**src/logic/sbrg_pkg.sv**
```systemverilog
// Package for the serial baud rate generator: map, fields, constants
package sbrg_pkg;
    // Register byte offsets on the APB bus
    localparam logic [7:0] SBRG_OFF_BAUD_CONTROL = 8'h00;
    localparam logic [7:0] SBRG_OFF_TRANSMIT_CONTROL = 8'h04;
    localparam logic [7:0] SBRG_OFF_RECEIVE_CONTROL = 8'h08;
    localparam logic [7:0] SBRG_OFF_RATE_DIVISOR_HIGH = 8'h0c;
    localparam logic [7:0] SBRG_OFF_RATE_DIVISOR_LOW = 8'h10;

    // Baud control field positions
    localparam int SBRG_BC_AUTOBAUD_OVERFLOW = 7;
    localparam int SBRG_BC_RECEIVER_IDLE = 6;
    localparam int SBRG_BC_RECEIVE_POLARITY = 5;
    localparam int SBRG_BC_TRANSMIT_POLARITY = 4;
    localparam int SBRG_BC_WIDE_COUNTER = 3;
    localparam int SBRG_BC_UNUSED = 2;
    localparam int SBRG_BC_WAKEUP_ENABLE = 1;
    localparam int SBRG_BC_AUTOBAUD_ENABLE = 0;

    // Transmit control field positions
    localparam int SBRG_TC_MODE_SYNC = 4;
    localparam int SBRG_TC_HIGH_SPEED = 2;
    localparam int SBRG_TC_SHIFT_EMPTY = 1;

    // Receive control: status bits come from the receiver
    localparam int SBRG_RC_STATUS_W = 3;

    // Reset values
    localparam logic [7:0] SBRG_RST_BAUD_CONTROL = 8'h00;
    localparam logic [7:0] SBRG_RST_TRANSMIT_CONTROL = 8'h00;
    localparam logic [7:0] SBRG_RST_RECEIVE_CONTROL = 8'h00;
    localparam logic [7:0] SBRG_RST_DIVISOR = 8'h00;

    // Clocks per divisor step, by mode
    localparam int SBRG_PRE_W = 7;
    localparam logic [6:0] SBRG_PRE_ASYNC_NARROW_LOW = 7'h40;
    localparam logic [6:0] SBRG_PRE_ASYNC_WIDE_LOW = 7'h10;
    localparam logic [6:0] SBRG_PRE_ASYNC_NARROW_HIGH = 7'h10;
    localparam logic [6:0] SBRG_PRE_ASYNC_WIDE_HIGH = 7'h04;
    localparam logic [6:0] SBRG_PRE_SYNC = 7'h04;
    localparam logic [6:0] SBRG_PRE_ONE = 7'h01;
    localparam logic [15:0] SBRG_DIV_ONE = 16'h0001;
endpackage

```
**src/logic/sbrg_top.sv**
```systemverilog
// Baud rate generator with baud control registers behind an APB slave
// Notes on behaviour
// - Timer narrow after reset, wide when selected
// - Divisor sets period; sync ignores high speed
// - Divisor byte write clears the timer
// - Async narrow low speed: clock/(64(n+1))
// - Async wide low speed: clock/(16(n+1))
// - Sync mode: clock/(4(n+1)), any width
// - Bit 7 reads auto-baud overflow
// - Bit 6 reads receiver idle state
// - Bit 5 inverts incoming receive/data line
// - Async bit 4 sets transmit idle level
// - Sync bit 4 picks change/sample clock edges
// - Bit 3 uses both divisor bytes
// - Bit 2 always reads zero
// - Wake-up: falling edge flags, rising clears
// - Auto-baud enable starts, hardware clears it
// - Mode bit selects synchronous operation
// - High speed bit used only async
//
// The APB slave port and the register offsets are this design's own decisions.
`timescale 1ns/100ps
`default_nettype none
module sbrg_top
    import sbrg_pkg::*;
(
    // Clock and reset
    input wire logic clk_in,
    input wire logic sys_rst_in,
    // APB slave
    input wire logic psel_in,
    input wire logic penable_in,
    input wire logic pwrite_in,
    input wire logic [7:0] paddr_in,
    input wire logic [31:0] pwdata_in,
    output logic [31:0] prdata_out,
    output logic pready_out,
    output logic pslverr_out,
    // Receive pin and receiver status
    input wire logic rx_pin_in,
    input wire logic receiver_idle_in,
    input wire logic [2:0] receive_status_in,
    input wire logic autobaud_done_in,
    input wire logic autobaud_overflow_in,
    // Transmitter status and data
    input wire logic shift_empty_in,
    input wire logic tx_busy_in,
    input wire logic tx_bit_in,
    // Rate and serial outputs
    output logic baud_tick_out,
    output logic rx_data_out,
    output logic tx_line_out,
    output logic sync_clk_out,
    output logic data_change_out,
    output logic data_sample_out,
    // Receiver controls
    output logic receive_interrupt_flag_out,
    output logic autobaud_active_out,
    output logic wakeup_active_out,
    output logic sync_mode_out
);
    // Register storage
    logic [7:0] baud_control_q;
    logic [7:0] transmit_control_q;
    logic [7:0] receive_control_q;
    logic [7:0] rate_divisor_high_q;
    logic [7:0] rate_divisor_low_q;
    logic autobaud_overflow_q;
    // Timer state
    logic [SBRG_PRE_W-1:0] prescale_q;
    logic [15:0] divider_q;
    logic tick_q;
    // Receive line synchroniser and edge history
    logic rx_meta_q;
    logic rx_sync_q;
    logic rx_prev_q;
    logic wake_seen_fall_q;
    logic wake_flag_q;
    // Synchronous clock generation and read data register
    logic sync_phase_q;
    logic change_q;
    logic sample_q;
    logic [31:0] prdata_q;

    // Decoded controls
    logic sync_mode;
    logic high_speed;
    logic wide_counter;
    logic rx_polarity;
    logic tx_polarity;
    logic wakeup_enable;
    logic autobaud_enable;
    logic [15:0] divisor;
    logic [SBRG_PRE_W-1:0] prescale_limit;
    logic apb_write;
    logic apb_read;
    logic divisor_write;
    logic rx_level;
    logic rx_fall;
    logic rx_rise;

    // Address match used by both read and write paths
    function automatic logic sbrg_hit(input logic [7:0] addr,
                                      input logic [7:0] off);
        sbrg_hit = (addr == off);
    endfunction

    function automatic logic sbrg_mapped(input logic [7:0] addr);
        sbrg_mapped = sbrg_hit(addr, SBRG_OFF_BAUD_CONTROL)
            || sbrg_hit(addr, SBRG_OFF_TRANSMIT_CONTROL)
            || sbrg_hit(addr, SBRG_OFF_RECEIVE_CONTROL)
            || sbrg_hit(addr, SBRG_OFF_RATE_DIVISOR_HIGH)
            || sbrg_hit(addr, SBRG_OFF_RATE_DIVISOR_LOW);
    endfunction

    // Field taps
    assign sync_mode = transmit_control_q[SBRG_TC_MODE_SYNC];
    assign high_speed = transmit_control_q[SBRG_TC_HIGH_SPEED];
    assign wide_counter = baud_control_q[SBRG_BC_WIDE_COUNTER];
    assign rx_polarity = baud_control_q[SBRG_BC_RECEIVE_POLARITY];
    assign tx_polarity = baud_control_q[SBRG_BC_TRANSMIT_POLARITY];
    assign wakeup_enable = baud_control_q[SBRG_BC_WAKEUP_ENABLE];
    assign autobaud_enable = baud_control_q[SBRG_BC_AUTOBAUD_ENABLE];

    // APB strobes; zero wait state, so every access completes at once
    assign apb_write = psel_in && penable_in && pwrite_in;
    assign apb_read = psel_in && !pwrite_in;
    assign divisor_write = apb_write
        && (sbrg_hit(paddr_in, SBRG_OFF_RATE_DIVISOR_HIGH)
        || sbrg_hit(paddr_in, SBRG_OFF_RATE_DIVISOR_LOW));
    assign pready_out = 1'b1;
    assign pslverr_out = psel_in && penable_in && !sbrg_mapped(paddr_in);

    // Divisor width follows the wide counter select
    always_comb begin
        if (wide_counter) begin
            divisor = {rate_divisor_high_q, rate_divisor_low_q};
        end else begin
            divisor = {8'h00, rate_divisor_low_q};
        end
    end

    // Clocks per divisor step by mode
    always_comb begin
        if (sync_mode) begin
            prescale_limit = SBRG_PRE_SYNC;
        end else if (high_speed) begin
            if (wide_counter) begin
                prescale_limit = SBRG_PRE_ASYNC_WIDE_HIGH;
            end else begin
                prescale_limit = SBRG_PRE_ASYNC_NARROW_HIGH;
            end
        end else if (wide_counter) begin
            prescale_limit = SBRG_PRE_ASYNC_WIDE_LOW;
        end else begin
            prescale_limit = SBRG_PRE_ASYNC_NARROW_LOW;
        end
    end

    // Baud control register; hardware clears win over software sets
    always_ff @(posedge clk_in) begin
        if (sys_rst_in) begin
            baud_control_q <= SBRG_RST_BAUD_CONTROL;
        end else begin
            if (apb_write && sbrg_hit(paddr_in, SBRG_OFF_BAUD_CONTROL)) begin
                baud_control_q <= pwdata_in[7:0];
                baud_control_q[SBRG_BC_UNUSED] <= 1'b0;
            end
            // Wake-up ends on the rising edge after the falling one
            if (wakeup_enable && !sync_mode && wake_seen_fall_q
                    && rx_rise) begin
                baud_control_q[SBRG_BC_WAKEUP_ENABLE] <= 1'b0;
            end
            if (autobaud_enable && autobaud_done_in) begin
                baud_control_q[SBRG_BC_AUTOBAUD_ENABLE] <= 1'b0;
            end
        end
    end

    // Overflow flag: set by the measurement, cleared by writing zero
    always_ff @(posedge clk_in) begin
        if (sys_rst_in) begin
            autobaud_overflow_q <= 1'b0;
        end else if (autobaud_overflow_in && !sync_mode) begin
            autobaud_overflow_q <= 1'b1;
        end else if (apb_write
                && sbrg_hit(paddr_in, SBRG_OFF_BAUD_CONTROL)) begin
            autobaud_overflow_q <= pwdata_in[SBRG_BC_AUTOBAUD_OVERFLOW];
        end
    end

    // Transmit and receive control storage
    always_ff @(posedge clk_in) begin
        if (sys_rst_in) begin
            transmit_control_q <= SBRG_RST_TRANSMIT_CONTROL;
            receive_control_q <= SBRG_RST_RECEIVE_CONTROL;
        end else begin
            if (apb_write
                    && sbrg_hit(paddr_in, SBRG_OFF_TRANSMIT_CONTROL)) begin
                transmit_control_q <= pwdata_in[7:0];
            end
            if (apb_write
                    && sbrg_hit(paddr_in, SBRG_OFF_RECEIVE_CONTROL)) begin
                receive_control_q <= pwdata_in[7:0];
            end
        end
    end

    // Divisor pair
    always_ff @(posedge clk_in) begin
        if (sys_rst_in) begin
            rate_divisor_high_q <= SBRG_RST_DIVISOR;
            rate_divisor_low_q <= SBRG_RST_DIVISOR;
        end else begin
            if (apb_write
                    && sbrg_hit(paddr_in, SBRG_OFF_RATE_DIVISOR_HIGH)) begin
                rate_divisor_high_q <= pwdata_in[7:0];
            end
            if (apb_write
                    && sbrg_hit(paddr_in, SBRG_OFF_RATE_DIVISOR_LOW)) begin
                rate_divisor_low_q <= pwdata_in[7:0];
            end
        end
    end

    // Free-running timer: prescaler steps the divider, divider wraps at n.
    // Compares use >= so a mode change mid-period cannot overrun.
    always_ff @(posedge clk_in) begin
        if (sys_rst_in || divisor_write) begin
            prescale_q <= '0;
            divider_q <= '0;
            tick_q <= 1'b0;
        end else if (prescale_q + SBRG_PRE_ONE >= prescale_limit) begin
            prescale_q <= '0;
            if (divider_q >= divisor) begin
                divider_q <= '0;
                tick_q <= 1'b1;
            end else begin
                divider_q <= divider_q + SBRG_DIV_ONE;
                tick_q <= 1'b0;
            end
        end else begin
            prescale_q <= prescale_q + SBRG_PRE_ONE;
            tick_q <= 1'b0;
        end
    end
    assign baud_tick_out = tick_q;

    // Two-stage synchroniser on the receive pin
    always_ff @(posedge clk_in) begin
        if (sys_rst_in) begin
            rx_meta_q <= 1'b1;
            rx_sync_q <= 1'b1;
        end else begin
            rx_meta_q <= rx_pin_in;
            rx_sync_q <= rx_meta_q;
        end
    end

    // Polarity applied after the synchroniser
    assign rx_level = rx_sync_q ^ rx_polarity;
    assign rx_fall = rx_prev_q && !rx_level;
    assign rx_rise = !rx_prev_q && rx_level;

    // Edge history and wake-up sequencing
    always_ff @(posedge clk_in) begin
        if (sys_rst_in) begin
            rx_prev_q <= 1'b1;
            wake_seen_fall_q <= 1'b0;
            wake_flag_q <= 1'b0;
        end else begin
            rx_prev_q <= rx_level;
            wake_flag_q <= 1'b0;
            if (!wakeup_enable || sync_mode) begin
                wake_seen_fall_q <= 1'b0;
            end else if (rx_fall) begin
                wake_seen_fall_q <= 1'b1;
                wake_flag_q <= 1'b1;
            end else if (rx_rise) begin
                wake_seen_fall_q <= 1'b0;
            end
        end
    end

    // Synchronous clock: each tick is a half period
    always_ff @(posedge clk_in) begin
        if (sys_rst_in) begin
            sync_phase_q <= 1'b0;
            change_q <= 1'b0;
            sample_q <= 1'b0;
        end else if (sync_mode && tick_q) begin
            sync_phase_q <= !sync_phase_q;
            // Change on the falling edge (phase was high) when polarity is one, on the rising edge when zero
            change_q <= (sync_phase_q == tx_polarity);
            sample_q <= (sync_phase_q != tx_polarity);
        end else begin
            if (!sync_mode) begin
                sync_phase_q <= 1'b0;
            end
            change_q <= 1'b0;
            sample_q <= 1'b0;
        end
    end

    // Transmit line: idle level from polarity in async mode
    always_comb begin
        if (sync_mode) begin
            tx_line_out = sync_phase_q;
        end else if (tx_busy_in) begin
            tx_line_out = tx_bit_in ^ tx_polarity;
        end else begin
            tx_line_out = !tx_polarity;
        end
    end

    // Read mux, registered in the setup cycle
    always_ff @(posedge clk_in) begin
        if (sys_rst_in) begin
            prdata_q <= '0;
        end else if (apb_read && !penable_in) begin
            prdata_q <= '0;
            if (sbrg_hit(paddr_in, SBRG_OFF_BAUD_CONTROL)) begin
                prdata_q[7:0] <= {autobaud_overflow_q,
                    receiver_idle_in,
                    rx_polarity, tx_polarity, wide_counter,
                    1'b0,
                    wakeup_enable, autobaud_enable};
            end else if (sbrg_hit(paddr_in, SBRG_OFF_TRANSMIT_CONTROL)) begin
                prdata_q[7:0] <= transmit_control_q;
                prdata_q[SBRG_TC_SHIFT_EMPTY] <= shift_empty_in;
            end else if (sbrg_hit(paddr_in, SBRG_OFF_RECEIVE_CONTROL)) begin
                prdata_q[7:0] <= {receive_control_q[7:SBRG_RC_STATUS_W],
                    receive_status_in};
            end else if (sbrg_hit(paddr_in, SBRG_OFF_RATE_DIVISOR_HIGH)) begin
                prdata_q[7:0] <= rate_divisor_high_q;
            end else if (sbrg_hit(paddr_in, SBRG_OFF_RATE_DIVISOR_LOW)) begin
                prdata_q[7:0] <= rate_divisor_low_q;
            end
        end
    end

    // Output assignments
    assign prdata_out = prdata_q;
    assign rx_data_out = rx_sync_q ^ rx_polarity;
    assign sync_clk_out = sync_phase_q;
    assign data_change_out = change_q;
    assign data_sample_out = sample_q;
    assign receive_interrupt_flag_out = wake_flag_q;
    // Auto-baud has no effect in synchronous mode
    assign autobaud_active_out = autobaud_enable && !sync_mode;
    assign wakeup_active_out = wakeup_enable && !sync_mode;
    assign sync_mode_out = sync_mode;
endmodule
`default_nettype wire

```
**config.mk**
```make
export PLATFORM = sky130hd
export DESIGN_NAME = sbrg_top
export DESIGN_NICKNAME = d
export VERILOG_FILES = /design/src/logic/sbrg_pkg.sv /design/src/logic/sbrg_top.sv
export SDC_FILE = /design/constraint.sdc
export NUM_CORES = 1
export LEC_CHECK = 0
export BUFFER_PORTS_ARGS = -buffer_cell sky130_fd_sc_hd__buf_2
export CAP_MARGIN = 20
export CORE_MARGIN = 2
export CORE_UTILIZATION = 45
export DETAILED_ROUTE_END_ITERATION = 8
export PLACE_DENSITY = 0.69
export SYNTH_ARGS = -nofsm -noshare
export SYNTH_HDL_FRONTEND = slang
export SYNTH_SLANG_ARGS = --single-unit
```
**constraint.sdc**
```tcl
create_clock -name clk_in -period 4.5 [get_ports clk_in]
set_input_delay 1.125 -clock clk_in [delete_from_list [all_inputs] [get_ports clk_in]]
set_output_delay 1.125 -clock clk_in [all_outputs]
set_load 0.01 [all_outputs]
```
Word level (Yosys, flattened, before mapping)
Cells that the tools add are included.
{"block": "totals", "reg_bits": 78, "latch_bits": 0, "mem_bits_rw": 0, "rom_bits": 0, "inputBits": 55, "mem_count": 0}
{"block": "classes", "n_addsub": 2, "n_mul": 0, "n_div": 0, "magnitude_cmp": 2, "eq_ne": 7, "shift": 0, "muxes": 21, "bitwise_logic": 4, "reduce_logical": 45}
{"op": "8-bit two-way mux", "n": 5}
{"op": "16-bit two-way mux", "n": 2}
{"op": "7-bit two-way mux", "n": 3}
{"op": "1-bit logical AND", "n": 20}
{"op": "16-bit by 1-bit adder with 16-bit output (second input constant)", "n": 1}
{"op": "8-bit by 4-bit == test with 1-bit output (second input constant)", "n": 2}
{"op": "16-bit greater-or-equal comparator", "n": 1}
{"op": "2-bit OR reduction", "n": 6}
{"op": "1-bit two-way mux", "n": 10}
{"op": "1-bit logical NOT", "n": 9}
{"op": "8-bit by 3-bit == test with 1-bit output (second input constant)", "n": 1}
{"op": "8-bit by 5-bit == test with 1-bit output (second input constant)", "n": 1}
{"op": "8-bit logical NOT", "n": 1}
{"op": "7-bit by 1-bit adder with 7-bit output (second input constant)", "n": 1}
{"op": "7-bit greater-or-equal comparator", "n": 1}
{"op": "1-bit logical OR", "n": 7}
{"op": "5-bit two-way mux", "n": 1}
{"op": "2-bit nonzero test", "n": 2}
{"op": "2-bit by 1-bit inequality test with 1-bit output (second input constant)", "n": 1}
{"op": "1-bit inverter", "n": 2}
{"op": "1-bit bitwise XOR", "n": 2}
{"op": "1-bit == test", "n": 1}
{"op": "1-bit inequality test", "n": 1}

Logic depth before layout (Yosys ltp)
{"block": "logic_depth", "ltp_word": 7, "depth_mapped": 12, "depth_no_buf": 11}

Least setup slack after synthesis
Ideal clock, no wire load.
{"block": "synth_path", "path_kind": "input port to output port", "from": "input paddr_in[2]", "to": "output pslverr_out", "arrival_time_ns": 2.323, "required_time_ns": 3.375, "slack_ns": 1.052, "path_stages": 5, "cell_sequence": "clkbuf_1 > clkbuf_1 > clkbuf_1 > o21ai_0 > a21oi_1"}
{"block": "synth_via", "elab_chain_cells": 7, "elab_cells_between_ends": 11, "cone_classes": "eq/ne (4); reduce/logical (7)"}
{"item": "start, declared", "line_no": "sbrg_top.sv:34", "text": "input wire logic [7:0] paddr_in,"}
{"item": "8-bit by 3-bit == test with 1-bit output / 8-bit logical NOT (equally long branches)", "line_no": "sbrg_top.sv:105", "text": "sbrg_hit = (addr == off);"}
{"item": "1-bit logical OR", "line_no": "sbrg_top.sv:110", "text": "|| sbrg_hit(addr, SBRG_OFF_TRANSMIT_CONTROL)"}
{"item": "1-bit logical OR", "line_no": "sbrg_top.sv:111", "text": "|| sbrg_hit(addr, SBRG_OFF_RECEIVE_CONTROL)"}
{"item": "1-bit logical OR", "line_no": "sbrg_top.sv:112", "text": "|| sbrg_hit(addr, SBRG_OFF_RATE_DIVISOR_HIGH)"}
{"item": "1-bit logical OR (*)", "line_no": "sbrg_top.sv:113", "text": "|| sbrg_hit(addr, SBRG_OFF_RATE_DIVISOR_LOW);"}
{"item": "1-bit logical NOT (*)", "line_no": "sbrg_top.sv:132", "text": "assign pslverr_out = psel_in && penable_in && !sbrg_mapped(paddr_in);"}
{"item": "1-bit logical AND (*)", "line_no": "sbrg_top.sv:132"}
{"item": "end, declared", "line_no": "sbrg_top.sv:38", "text": "output logic pslverr_out,"}
Mark *: on every way between the ends. The rest lies on a longest branch, timed or not.

Worst setup path in the final report
{"block": "layout_path", "from": "input paddr_in[1]", "to": "output pslverr_out"}
Same word-level chain as after synthesis.

==> results.md <==
* Post-Route WL at 9.57 mm
* Drt via density at 5.38
* First-pass GRT wire length at 15.5 mm
* Number of synthesized flops with an enable pin at 0
* # diodes at 0
* CTS H-tree lvls at 3
* Via count at 3450
* Pre-CTS setup slack at 1060 ps
* CTS resizes at 0
* Fin. max-slew vios at 0
* DRT Pass-1 Iters at 5
* Placement Rows at 35
* Clock Tree Buf Depth at 2
* Dominant cell type by area after synthesis: dfxtp_1
* Worst-path clk slew at 80 ps
* PwrDens at 290 mW/mm²
* Peak supply drop at 0.180 mV
* MaxCap Viol Count at 0
* Crit path launch type: primary input
* Top post-synthesis cells by area: dfxtp_1, mux2i_1, ha_1
* # setup viols final at 0
* IO Port Bufs at 49
* Final Hold Fails at 0
* Post-synth ARST share at 0%
* Synth unique cells at 57
* Status: complete, no violations
* Post-synthesis register bit count at 74
* Worst slew pin tran at 719 ps
* Post-synth top area share at 35.6%
* Req. time, crit path at 3380 ps
* CTS root buf: clkbuf_8
* Syn avg cell area at 8.54 µm²
* Die area at 0.0100 mm²
* RSZ-0062 raised after global routing: no
* Post-DRT Antenna Nets at 0
* Clock Latency Late Sink at 350 ps
* TritonCTS clock tree: built
* Post-CTS Setup Inserts at 0
* Placed cell areas at 0.00436 mm²
* # DRC at 0
* Initial Util at 45.7%
* Final Cell Area at 0.00459 mm²
* Worst slew margin at 51.9%
* Hpwl dp at 7.05 mm
* Crit-path max FO at 3
* Clock skew at 13.7 ps
* I/O pin cnt at 99
* Die Y-Extent at 100 µm
* P_leak at 1.86 nW
* # clock sinks at 74
* Layout cells sized above 1 at 15.5%
* Initial antenna violation count at 0
* Placer Congestion at 0.844
* Most frequent cell after synthesis: dfxtp_1
* Worst setup path class: primary input to output pin
* Nets at 605
* 1st-iter DRT viols at 160
* Hold_ws at 418 ps
* Synthesized cell area at 0.00417 mm²
* Tcrit/Tclk final at 73.7%
* Max Fclk at 302 MHz
* Vias in the first global route at 3206
* Routed length per instance at 14.9 µm
* Clock buffers created by TritonCTS at 9
* Sequential fraction of the synthesis area at 35.6%
* YS warnings at 0
* Largest net degree at the start of global routing at 31
* Total grt overflow at 0
* GRT Util Overall at 19.4%
* Final setup TNS at 0 ps
* Post-route setup slack at 1180 ps
* CORE AREA at 0.00911 mm²
* Syn-to-layout area delta at 10.1%
* Mapped Cells at 488
* CP Capture Type: output pin
* Post-route minimum period at 3320 ps
* Critical path data arrival time at 2190 ps
* Top cells by count, synth: dfxtp_1, nor2_1, nand2_1
* CTS Hold Buffers Added at 0
* Die width at 100 µm
* Fillers at 884
* Min-delay worst type: flop to flop
* Primary FF master, synth: dfxtp_1
-- cell type report --
type,count,area [µm²],share of cell area [%]
clock buffer,9,124,2.70
clock inverter,7,100,2.18
inverter,16,60.1,1.31
multi-input combinational,374,2430,53.0
sequential,74,1480,32.3
tap,111,139,3.03
timing repair buffer,50,253,5.51
-- per-layer routing --
| metal | vias up | wire length [µm] | global-route usage, % |
|---|---|---|---|
| li1 | 1717 | - | - |
| met1 | 1600 | 4620 | 26.4 |
| met2 | 119 | 4250 | 30.5 |
| met3 | 14 | 514 | 3.55 |
| met4 | 0 | 189 | 7.27 |
| met5 | - | 0 | 0 |
-- worst paths after layout --
| kind | startpoint | to | slack, ps | cells after the start |
|---|---|---|---|---|
| max | paddr_in[1] | pslverr_out | 1180 | 5 |
| min | rx_meta_q | rx_sync_q | 420 | 1 |
| max reg2reg | baud_control_q[3] | divider_q[7] | 1450 | 9 |
| min reg2reg | rx_meta_q | rx_sync_q | 420 | 1 |
-- report_power, final --
part,leakage [nW],switching [mW],internal [mW]
Clock,0.114,0.266,0.317
Combinational,1.15,0.0583,0.0277
Sequential,0.598,0.00377,0.660
Total,1.86,0.328,1.00
-- stage by stage --
step / instances / total power, mW / util (%)
final: 641 / 1.33 / 50.4
after global routing: 641 / 1.38 / 50.4
after CTS: 641 / 1.34 / 50.4
after detailed placement: 625 / 0.764 / 47.9
after global placement: 625 / 0.763 / 47.9
after floorplan: 511 / 0.748 / -
-- kinds of logic after synthesis --
| family | after synthesis | synth area share [%] |
|---|---|---|
| AO/OA/AOI/OAI | 86 | 14.0 |
| buffers and inverters | 63 | 8.17 |
| other | 2 | 0.180 |
| AND/OR/NAND/NOR | 183 | 21.9 |
| XOR/XNOR | 20 | 4.20 |
| adder cells (fa/ha/maj) | 25 | 7.51 |
| flip-flops | 74 | 35.6 |
| multiplexers | 35 | 8.50 |
-- worst max-delay path: stages --
cell and delay, ps:
buf_2 90, or4_1 540, nor2_1 200, a21oi_1 90
buf_2 140
-- sequential cells by signal, indices dropped and copies added, names as in the netlist --
register,cells
autobaud_overflow_q,1
baud_control_q,5
baud_tick_out,1
data_change_out,1
data_sample_out,1
divider_q,16
prdata_out,8
prescale_q,7
rate_divisor_high_q,8
rate_divisor_low_q,8
receive_control_q,5
receive_interrupt_flag_out,1
rx_meta_q,1
rx_prev_q,1
rx_sync_q,1
sync_clk_out,1
transmit_control_q,7
wake_seen_fall_q,1
-- cells in the final DEF (no fill, tap or decap), types with 3 or more instances in the layout --
master | netlist | final
a211oi_1 | 5 | 5
a21o_1 | 3 | 3
a21oi_1 | 29 | 29
a221oi_1 | 5 | 5
a32o_1 | 4 | 4
and2_1 | 11 | 11
and3_1 | 3 | 3
buf_2 | 2 | 49
clkbuf_8 | 0 | 9
conb_1 | 2 | 25
dfxtp_1 | 74 | 74
ha_1 | 25 | 25
inv_1 | 16 | 16
mux2_2 | 3 | 3
mux2i_1 | 32 | 32
nand2_1 | 40 | 40
nand2b_1 | 8 | 8
nand3_1 | 10 | 10
nand3b_1 | 5 | 5
nand4_1 | 6 | 6
nor2_1 | 68 | 68
nor2b_1 | 7 | 7
o2111ai_1 | 3 | 3
o211ai_1 | 3 | 3
o21ai_0 | 17 | 17
o22ai_1 | 3 | 3
or2_2 | 3 | 3
or3_1 | 3 | 3
xnor2_1 | 6 | 6
xor2_1 | 14 | 14
Power figures use the tool's default switching activity.
